**src/design/scsp_map.vh**
```
// Purpose: constants for the system clock select and prescale block
// Assumes: one clock MCLK at 20 MHz, APB register access
// Notes: offsets are byte addresses of 32-bit words
`ifndef SCSP_MAP_VH
`define SCSP_MAP_VH
`define SCSP_OFF_CTRL 12'h000
`define SCSP_OFF_PRESC 12'h004
`define SCSP_OFF_TRIM0 12'h008
`define SCSP_OFF_TRIM1 12'h00C
`define SCSP_OFF_CFG 12'h010
`define SCSP_OFF_STAT 12'h014
`define SCSP_SRC_EXT 3'h0
`define SCSP_SRC_FAST 3'h1
`define SCSP_SRC_SLOW 3'h2
`define SCSP_SRC_WATCH 3'h3
`define SCSP_SRC_XTAL 3'h4
`define SCSP_SEL_EXT 4'h0
`define SCSP_SEL_FAST 4'h2
`define SCSP_SEL_SLOW 4'h4
`define SCSP_SEL_WATCH 4'h6
`define SCSP_DIV_ONE 4'h0
`define SCSP_DIV_EIGHT 4'h3
`define SCSP_DIV_MAX 4'h8
`define SCSP_ULP_MIN 3'h3
`define SCSP_ULP_32K 3'h7
`define SCSP_SUT_SHORT 16'd6
`define SCSP_SUT_RESET 16'd14
`define SCSP_SUT_258 16'd258
`define SCSP_SUT_1K 16'd1024
`define SCSP_SUT_16K 16'd16384
`define SCSP_SUT_32K 16'd32768
`define SCSP_RST_DELAY_MS 16
`define SCSP_SLOW_HZ 32768
`define SCSP_MCLK_HZ 20000000
`endif

```
**src/design/scsp_top.v**
```verilog
// Purpose: clock source select, start-up timing, trims and glitch-free prescaler
// Assumes: source clocks arrive as one-cycle enable pulses on MCLK
// Notes: the divided clock is an enable pulse; the output pin toggles on it
`timescale 1ns/10ps
`include "scsp_map.vh"
module scsp_top #(
  parameter SLOW_DIV = 610,
  parameter RST_TICKS = 524
) (
  // clock and reset
  input wire MCLK,
  input wire SYS_RST,
  // apb slave
  input wire PSEL,
  input wire PENABLE,
  input wire PWRITE,
  input wire [11:0] PADDR,
  input wire [31:0] PWDATA,
  output reg [31:0] PRDATA,
  output reg PREADY,
  output reg PSLVERR,
  // non-volatile configuration, 0 means programmed
  input wire [3:0] CFG_CLOCK_SOURCE_SELECT,
  input wire CFG_STARTUP_DELAY_SELECT,
  input wire [2:0] CFG_SLOW_OSC_FREQUENCY_SELECT,
  input wire CFG_CLOCK_OUTPUT_CONFIG,
  input wire CFG_DIVIDE_BY_EIGHT_CONFIG,
  input wire [7:0] FACTORY_FAST_TRIM,
  input wire [7:0] FACTORY_SLOW_TRIM,
  // source clock ticks and power-down wake
  input wire EXT_TICK,
  input wire FAST_TICK,
  input wire SLOW_TICK,
  input wire WATCH_TICK,
  input wire XTAL_TICK,
  input wire WAKE,
  // oscillator controls
  output reg [4:0] SRC_ENABLE,
  output reg [1:0] XTAL_RANGE,
  output reg [2:0] SLOW_FREQ,
  output reg [7:0] FAST_OSC_TRIM,
  output reg [7:0] SLOW_OSC_TRIM,
  // divided clock and status
  output reg SYS_TICK,
  output reg WDT_TICK,
  output reg RUN,
  output reg CLOCK_OUTPUT_PIN,
  output reg CLOCK_OUTPUT_OE
);
  localparam ST_RESET = 2'd0;
  localparam ST_RUN = 2'd1;
  localparam ST_WAKE = 2'd2;
  reg [1:0] state;
  reg [3:0] src_copy;
  reg sut_copy;
  reg [3:0] division_select;
  reg [3:0] div_active;
  reg [2:0] src_code;
  reg [15:0] start_count;
  reg [15:0] rst_count;
  reg [9:0] slow_div;
  reg [8:0] presc;
  reg presc_pend;
  reg [1:0] edge_cnt;
  reg src_tick;
  reg [15:0] wake_need;
  reg [8:0] next_presc;
  reg div_hit;
  wire apb_wr = PSEL && PENABLE && PWRITE;
  wire apb_rd = PSEL && PENABLE && !PWRITE;
  wire mapped = (PADDR == `SCSP_OFF_CTRL) || (PADDR == `SCSP_OFF_PRESC) ||
    (PADDR == `SCSP_OFF_TRIM0) || (PADDR == `SCSP_OFF_TRIM1) ||
    (PADDR == `SCSP_OFF_CFG) || (PADDR == `SCSP_OFF_STAT);
  // source decode with safe fallback to the fast oscillator
  always @* begin
    if (src_copy[3]) begin
      src_code = `SCSP_SRC_XTAL;
    end else begin
      case (src_copy)
        `SCSP_SEL_EXT: src_code = `SCSP_SRC_EXT;
        `SCSP_SEL_SLOW: src_code = `SCSP_SRC_SLOW;
        `SCSP_SEL_WATCH: src_code = `SCSP_SRC_WATCH;
        default: src_code = `SCSP_SRC_FAST;
      endcase
    end
  end
  always @* begin
    case (src_code)
      `SCSP_SRC_EXT: src_tick = EXT_TICK;
      `SCSP_SRC_SLOW: src_tick = SLOW_TICK;
      `SCSP_SRC_WATCH: src_tick = WATCH_TICK;
      `SCSP_SRC_XTAL: src_tick = XTAL_TICK;
      default: src_tick = FAST_TICK;
    endcase
  end
  // power-down start-up count per source
  always @* begin
    case (src_code)
      `SCSP_SRC_WATCH: wake_need = sut_copy ? `SCSP_SUT_32K : `SCSP_SUT_1K;
      `SCSP_SRC_XTAL: begin
        case ({src_copy[0], sut_copy})
          2'b00: wake_need = `SCSP_SUT_258;
          2'b01: wake_need = `SCSP_SUT_1K;
          default: wake_need = `SCSP_SUT_16K;
        endcase
      end
      default: wake_need = `SCSP_SUT_SHORT;
    endcase
  end
  // prescaler compare, count is never readable
  always @* begin
    next_presc = presc + 9'd1;
    div_hit = ((presc | ~((9'd1 << div_active) - 9'd1)) == 9'h1FF);
  end
  // apb registers
  always @(posedge MCLK) begin
    if (SYS_RST) begin
      PRDATA <= 32'h0000_0000;
      PREADY <= 1'b0;
      PSLVERR <= 1'b0;
      src_copy <= 4'h0;
      sut_copy <= 1'b0;
      division_select <= `SCSP_DIV_ONE;
      FAST_OSC_TRIM <= 8'h00;
      SLOW_OSC_TRIM <= 8'h00;
    end else begin
      PREADY <= PSEL && !PENABLE;
      PSLVERR <= PSEL && !PENABLE && !mapped;
      if (state == ST_RESET) begin
        src_copy <= CFG_CLOCK_SOURCE_SELECT;
        sut_copy <= CFG_STARTUP_DELAY_SELECT;
        division_select <= CFG_DIVIDE_BY_EIGHT_CONFIG ? `SCSP_DIV_ONE :
          `SCSP_DIV_EIGHT;
        FAST_OSC_TRIM <= FACTORY_FAST_TRIM;
        SLOW_OSC_TRIM <= FACTORY_SLOW_TRIM;
      end else if (apb_wr && PREADY) begin
        case (PADDR)
          `SCSP_OFF_CTRL: begin
            src_copy <= PWDATA[3:0];
            sut_copy <= PWDATA[4];
          end
          `SCSP_OFF_PRESC: begin
            if (PWDATA[3:0] <= `SCSP_DIV_MAX) begin
              division_select <= PWDATA[3:0];
            end
          end
          `SCSP_OFF_TRIM0: FAST_OSC_TRIM <= PWDATA[7:0];
          `SCSP_OFF_TRIM1: SLOW_OSC_TRIM <= PWDATA[7:0];
          default: ;
        endcase
      end
      if (PSEL && !PENABLE && !PWRITE) begin
        case (PADDR)
          `SCSP_OFF_CTRL: PRDATA <= {27'h0, sut_copy, src_copy};
          `SCSP_OFF_PRESC: PRDATA <= {28'h0, division_select};
          `SCSP_OFF_TRIM0: PRDATA <= {24'h0, FAST_OSC_TRIM};
          `SCSP_OFF_TRIM1: PRDATA <= {24'h0, SLOW_OSC_TRIM};
          `SCSP_OFF_CFG: PRDATA <= {22'h0, CFG_DIVIDE_BY_EIGHT_CONFIG,
            CFG_CLOCK_OUTPUT_CONFIG, CFG_SLOW_OSC_FREQUENCY_SELECT,
            CFG_STARTUP_DELAY_SELECT, CFG_CLOCK_SOURCE_SELECT};
          `SCSP_OFF_STAT: PRDATA <= {26'h0, presc_pend, RUN, state, src_code[1:0]};
          default: PRDATA <= 32'h0000_0000;
        endcase
      end
    end
  end
  // 32kHz tick for watchdog and reset time-out
  always @(posedge MCLK) begin
    if (SYS_RST) begin
      slow_div <= 10'h000;
      WDT_TICK <= 1'b0;
    end else begin
      WDT_TICK <= 1'b0;
      if (slow_div == SLOW_DIV[9:0] - 10'd1) begin
        slow_div <= 10'h000;
        WDT_TICK <= 1'b1;
      end else begin
        slow_div <= slow_div + 10'd1;
      end
    end
  end
  // start-up sequencer
  always @(posedge MCLK) begin
    if (SYS_RST) begin
      state <= ST_RESET;
      start_count <= 16'h0000;
      rst_count <= 16'h0000;
      RUN <= 1'b0;
    end else begin
      case (state)
        ST_RESET: begin
          if (start_count < `SCSP_SUT_RESET) begin
            start_count <= start_count + {15'h0, src_tick};
          end else if (rst_count < RST_TICKS[15:0]) begin
            rst_count <= rst_count + {15'h0, WDT_TICK};
          end else begin
            state <= ST_RUN;
            RUN <= 1'b1;
          end
        end
        ST_RUN: begin
          if (WAKE) begin
            state <= ST_WAKE;
            RUN <= 1'b0;
            start_count <= 16'h0000;
          end
        end
        ST_WAKE: begin
          if (start_count < wake_need) begin
            start_count <= start_count + {15'h0, src_tick};
          end else begin
            state <= ST_RUN;
            RUN <= 1'b1;
          end
        end
        default: state <= ST_RESET;
      endcase
    end
  end
  // oscillator controls
  always @(posedge MCLK) begin
    if (SYS_RST) begin
      SRC_ENABLE <= 5'h00;
      XTAL_RANGE <= 2'h0;
      SLOW_FREQ <= `SCSP_ULP_32K;
    end else begin
      SRC_ENABLE <= 5'h01 << src_code;
      XTAL_RANGE <= src_copy[2:1];
      SLOW_FREQ <= (CFG_SLOW_OSC_FREQUENCY_SELECT < `SCSP_ULP_MIN) ? `SCSP_ULP_32K :
        CFG_SLOW_OSC_FREQUENCY_SELECT;
    end
  end
  // prescaler: new division waits for an old-period boundary
  always @(posedge MCLK) begin
    if (SYS_RST) begin
      presc <= 9'h000;
      div_active <= `SCSP_DIV_ONE;
      presc_pend <= 1'b0;
      edge_cnt <= 2'd0;
      SYS_TICK <= 1'b0;
    end else begin
      SYS_TICK <= 1'b0;
      if (division_select != div_active && !presc_pend) begin
        presc_pend <= 1'b1;
      end
      if (src_tick) begin
        if (div_hit) begin
          SYS_TICK <= 1'b1;
          presc <= 9'h000;
          if (presc_pend) begin
            div_active <= division_select;
            presc_pend <= 1'b0;
            edge_cnt <= 2'd2;
          end else if (edge_cnt != 2'd0) begin
            edge_cnt <= edge_cnt - 2'd1;
          end
        end else begin
          presc <= next_presc;
        end
      end
    end
  end
  // clock output pin
  always @(posedge MCLK) begin
    if (SYS_RST) begin
      CLOCK_OUTPUT_PIN <= 1'b0;
      CLOCK_OUTPUT_OE <= 1'b0;
    end else begin
      CLOCK_OUTPUT_OE <= !CFG_CLOCK_OUTPUT_CONFIG && (state != ST_RESET);
      if (CLOCK_OUTPUT_OE && SYS_TICK) begin
        CLOCK_OUTPUT_PIN <= !CLOCK_OUTPUT_PIN;
      end
    end
  end
endmodule // scsp_top

```
**config.mk**
```make
export PLATFORM = sky130hd
export DESIGN_NAME = scsp_top
export DESIGN_NICKNAME = d
export VERILOG_FILES = /design/src/design/scsp_top.v
export VERILOG_INCLUDE_DIRS = /design/src /design/src/design
export SDC_FILE = /design/constraint.sdc
export NUM_CORES = 1
export LEC_CHECK = 0
export BUFFER_PORTS_ARGS = -buffer_cell sky130_fd_sc_hd__buf_2
export CORE_MARGIN = 3
export CORE_UTILIZATION = 40
export DETAILED_ROUTE_END_ITERATION = 12
export GPL_ROUTABILITY_DRIVEN = 0
export PLACE_DENSITY = 0.61
export SLEW_MARGIN = 30
export SYNTH_ARGS = -nofsm -noshare
export SYNTH_HDL_FRONTEND = slang
export SYNTH_SLANG_ARGS = --single-unit
export TNS_END_PERCENT = 100
```
**constraint.sdc**
```tcl
create_clock -name MCLK -period 4 [get_ports MCLK]
set_input_delay 0.4 -clock MCLK [delete_from_list [all_inputs] [get_ports MCLK]]
set_output_delay 0.4 -clock MCLK [all_outputs]
set_load 0.01 [all_outputs]
```
==> metrics, run 1 <==
most frequent cells in the layout=dfxtp_1, buf_2, nor2_1, nand2_1, mux2i_1; largest net degree at the start of global routing=75; n_diodes=0; total track usage=about 18%; hpwl dp=10400 um; Multi-input gate area=about 0.0032 mm2; Worst setup SP type=register; vias per inst=approximately 5.4; proportion of layout cells with a drive suffix above 1=between 15 and 20%; Pleak=around 2.6 nW; commonest non-fill, non-tap cell in the layout=dfxtp_1; fin crit share=88.6%; Crit-path slowest cell=or4b_1; sw power=580 uW; RSZ-0062 raised after global routing=false; final global-route overflow total=0; Final setup viols=0; Tot Pwr=about 2.2 mW; peak supply drop=0.263 mV; #FFs+latches synth=between 100 and 150; setup slack at placement=approximately 0.49 ns; post-layout net count=between 800 and 900; share of power burned in the clock network=36.1%; ys flop type=dfxtp_1; ANT nets after route=0; Post-synth EDFFs=0; Setup Skew=about 0.0086 ns; post-cts resize count=0; post-CTS setup repair buffer count=0; Die X=125 um; Final Slew Violations=0; P&R area growth vs syn=13.9%; Filler cells=~1300; Synth async-reset ratio=0%; H-tree Lvls=3; global-route wire length before repair=approximately 23000 um; DRT iter0 DRCs=360; CTS tree=yes; TritonRoute pass-1 iters=5; CTS buffer count=9; worst stage delay on the critical path=around 0.84 ns; sequential area share after synthesis=between 30% and 40%; Root Driver=clkbuf_16; Mean Syn Cell Area=8.63 um2; Setup crit end kind=register; switching share of power=25.8%; Core Box Area=~0.014 mm2; DRC errors left=0; # IOs=around 150; Slew @ Worst Pin=roughly 0.92 ns; Clk Latency, worst-skew pair=around 0.35 ns; yosys warns=0; sequential cell area=about 0.0022 mm2; power share of the combinational group=~12%; area post-placement=between 0.006 and 0.007 mm2; initial antenna violation count=0; Final Hold Vio Count=0; Power Dens Cells=roughly 350 mW/mm2; Max Cap Violations=0; Critical Path AT=approximately 3.8 ns; Synth Cell Area=between 0.005 and 0.006 mm2; FP Rows=between 40 and 50; Cells after Synth=between 600 and 700; crit path max fanout=19; Worst-path clk slew=about 0.070 ns; largest buffer count on any clock path=2; final WL=around 14000 um; Routed WL per cell=about 16 um; cts-stage hold buffer count=0; PortBufs=99; vias post-DR=a little under 5000; CP Class=reg -> reg; final setup margin=between 0.4 and 0.5 ns; Synth cell types=59; Pint=about 1.7 mW; height of the die=between 100 and 150 um; minimum clock period=around 3.5 ns; Hold WC Path Type=in -> reg; status=finished, final reports clean; final design area excluding fillers=0.00642 mm2; vias in the first global route=about 4700; Critical Path RT=about 4.3 ns; die footprint=around 0.016 mm2; CP cell instances=and4bb_2 -> or2_2 -> ha_1 -> a2111oi_0 -> a31oi_1 -> or4b_1 -> a21boi_0 -> mux2i_1; sequential group share of total power=a little over half; CTS Sinks=110; Initial Util=41.7%; Max transition margin=between 30% and 40%; final setup TNS=0 ns; FMAX=about 280 MHz
-- synthesized netlist by cell type (all sizes together), types with 15 or more instances --
cell type,number,share of area (%)
a211oi,23,3.1
a21oi,35,3.1
buf,35,4.1
clkbuf,23,1.5
dfxtp,110,39
mux2i,45,8.0
nand2,56,3.7
nand3,25,2.2
nor2,81,5.4
xnor2,15,2.3
-- power groups by stage --
| stage | Sequential, mW | Clock, mW | Combinational, mW |
|---|---|---|---|
| floorplan | 1.19 | 0 | 0.184 |
| global placement | 1.20 | 0 | 0.253 |
| detailed placement | 1.20 | 0 | 0.261 |
| CTS | 1.17 | 0.838 | 0.262 |
| global route | 1.18 | 0.885 | 0.294 |
| finish | 1.17 | 0.812 | 0.261 |
-- flip-flops by register name, indices dropped and copies added (netlist names), 5 cells and up --
signal         cells
PRDATA            10
presc              9
SRC_ENABLE         5
start_count       16
slow_div          10
FAST_OSC_TRIM      8
SLOW_OSC_TRIM      8
rst_count         16
-- kinds of logic (layout without fill, tap and decap cells) --
group / Yosys count / after routing / synth area share, %
compound gates: 114 / 114 / 13.9
xor+xnor: 29 / 29 / 4.51
fa+ha+maj: 13 / 13 / 2.89
buf+inv: 71 / 133 / 6.46
flops: 110 / 110 / 39.1
mux: 45 / 45 / 7.99
other cells: 1 / 22 / 0.0666
simple gates: 270 / 270 / 25.0
-- worst max-delay path, delay by kind of cell (launching register included) --
kind / cells / cell delay, ns
and+or+nand+nor: 3 / 1.44
adders and majority gates: 1 / 0.28
AOI/OAI and AO/OA: 3 / 0.95
DFF: 1 / 0.57
muxes: 1 / 0.22
-- metrics by stage --
stage          utilization [%]  hold WS, ns  instances
2_1_floorplan                -        0.438        674
3_3_place_gp              45.5        0.454        896
3_5_place_dp              45.5        0.458        896
4_1_cts                   47.5        0.256        912
5_1_grt                   47.5        0.264        912
6_report                  47.5        0.265        912
-- layout make-up --
class / instances / share of cell area, %
clock buffers: 13 / 3.74
inverters: 13 / 0.760
clock inverters: 3 / 0.331
repair buffers: 104 / 8.30
flip-flops and latches: 110 / 34.3
well taps: 176 / 3.43
multi-input cells: 493 / 49.1
-- metal layers --
layer  routed length, um  global-route usage (%)  vias up  share of wire (%)
met5                   0                       0        -                  0
met4                 154                    5.03        0                1.1
met3                 797                    3.73       14                5.6
met2                6680                    30.3      143                 47
met1                6500                    23.5     2317                 46
li1                    -                       -     2433                  -
-- final timing paths --
path / slack, ns / to / from / depth (start not counted)
worst max-delay path: 0.46 / start_count[5] / src_copy[0] / 8
worst min register to register: 0.47 / rst_count[12] / rst_count[12] / 1
worst max register to register: 0.46 / start_count[5] / src_copy[0] / 8
worst min-delay path: 0.26 / CLOCK_OUTPUT_OE / CFG_CLOCK_OUTPUT_CONFIG / 2
Note: power is estimated with default switching activity, not from simulation.
==> run 2: changes to the inputs <==
CORE_ASPECT_RATIO = 0.75   (was not set)
==> run 2 against run 1 <==
Flip-flop and latch count did not move; cell count unchanged; clock power up 9.9%; sequential power is essentially flat; combinational power grew 3%; global-route usage is 0.95 points higher; hold slack got worse by 0.022 ns; via count increased by 1.1%.
==> metrics, run 2 (same netlist as run 1, synthesis figures left out) <==
post-cts resize count=0; TritonRoute pass-1 iters=5; Hold WC Path Type=in -> reg; DRC errors left=0; CTS tree=yes; global-route wire length before repair=approximately 24000 um; Filler cells=between 1000 and 1500; final setup margin=0.630 ns; Max transition margin=slightly above 40%; Setup Skew=approximately 0.012 ns; largest net degree at the start of global routing=between 70 and 80; CP cell instances=and4bb_2 -> or2_2 -> ha_1 -> a2111oi_0 -> a31oi_1 -> or4b_1 -> a21boi_0 -> mux2i_1; sequential group share of total power=approximately 50%; final design area excluding fillers=0.00648 mm2; Largest regs=rst_count: 16 flops, start_count: 16 flops; Critical Path RT=approximately 4.3 ns; CP Depth=8; Core Box Area=between 0.01 and 0.015 mm2; WHS Path Cells=2; FP Rows=36; H-tree Lvls=3; RSZ-0062 raised after global routing=false; Die X=between 100 and 150 um; vias per inst=5.44; power share of the combinational group=11.6%; initial antenna violation count=0; Worst-path clk slew=0.08 ns; Max Cap Violations=0; Slew @ Worst Pin=0.879 ns; setup slack at placement=approximately 0.66 ns; Worst setup SP type=register; DRT iter0 DRCs=333; CP Class=reg -> reg; Worst path top cell family by delay=simple AND/OR/NAND/NOR gates; vias in the first global route=4741; FMAX=approximately 300 MHz; # IOs=146; share of power burned in the clock network=between 30% and 40%; Critical Path AT=roughly 3.7 ns; Pleak=between 2 and 3 nW; largest buffer count on any clock path=2; Setup crit end kind=register; switching share of power=between 20 and 30%; fin crit share=a little over four fifths; status=finished, final reports clean; Root Driver=clkbuf_16; most frequent cells in the layout=dfxtp_1, buf_2, nor2_1, nand2_1, mux2i_1; n_diodes=0; total track usage=a little under a fifth; Pint=approximately 1.7 mW; minimum clock period=about 3.4 ns; PortBufs=99; Clk Latency, worst-skew pair=approximately 0.36 ns; cts-stage hold buffer count=0; Worst Reg-to-Reg Cells=8; Initial Util=42.1%; vias post-DR=4961; hpwl dp=10600 um; Crit-path slowest cell=or4b_1; P&R area growth vs syn=15.0%; sw power=641 uW; Final setup viols=0; Final Hold Vio Count=0; post-layout net count=830; CP Buf/Inv Count=0; Routed WL per cell=between 15 and 20 um; height of the die=109 um; Final Slew Violations=0; final global-route overflow total=0; post-CTS setup repair buffer count=0; CTS buffer count=9; worst stage delay on the critical path=roughly 0.84 ns; commonest non-fill, non-tap cell in the layout=dfxtp_1; Power Dens Cells=about 360 mW/mm2; peak supply drop=about 0.22 mV; final setup TNS=0 ns; ANT nets after route=0; die footprint=0.0156 mm2; crit path max fanout=19; area post-placement=0.00618 mm2; proportion of layout cells with a drive suffix above 1=a little under a fifth; final WL=approximately 15000 um; CTS Sinks=between 100 and 150
==> run 2: power groups by stage <==
stage	sequential (mW)	combinational [mW]	clock (mW)
after floorplan	1.19	0.184	0
after global placement	1.19	0.262	0
after detailed placement	1.19	0.267	0
after CTS	1.17	0.269	0.920
after global routing	1.17	0.303	0.960
final	1.17	0.269	0.892
==> run 2: worst paths after layout <==
path	start	endpoint	slack [ns]
hold reg to reg	rst_count[13]	rst_count[13]	0.47
hold / removal	CFG_CLOCK_OUTPUT_CONFIG	CLOCK_OUTPUT_OE	0.24
setup / recovery	src_copy[3]	start_count[5]	0.63
setup reg to reg	src_copy[3]	start_count[5]	0.63
==> run 2: metrics by stage <==
stage	std cells	hold slack (ns)	power [mW]	utilization, %
2_1_floorplan	674	0.438	1.37	-
5_1_grt	912	0.227	2.44	48.4
3_3_place_gp	896	0.454	1.45	46.2
6_report	912	0.243	2.33	48.4
4_1_cts	912	0.230	2.36	48.4
3_5_place_dp	896	0.459	1.46	46.2
==> run 2: routing by layer <==
layer	global-route usage (%)	vias up	share of wire (%)
met4	4.68	0	1.1
met2	29.1	146	44
li1	-	2444	-
met1	26.7	2358	49
met5	0	-	0
met3	5.09	13	6.2
==> run 2: cell type report <==
cell class | count | area (um2) | share of cell area, %
Inverter | 13 | 48.8 | 0.753
Tap cell | 171 | 214 | 3.30
Timing Repair Buffer | 109 | 571 | 8.80
Multi-Input combinational cell | 493 | 3150 | 48.6
Clock buffer | 9 | 225 | 3.47
Clock inverter | 7 | 71.3 | 1.10
Sequential cell | 110 | 2200 | 34.0
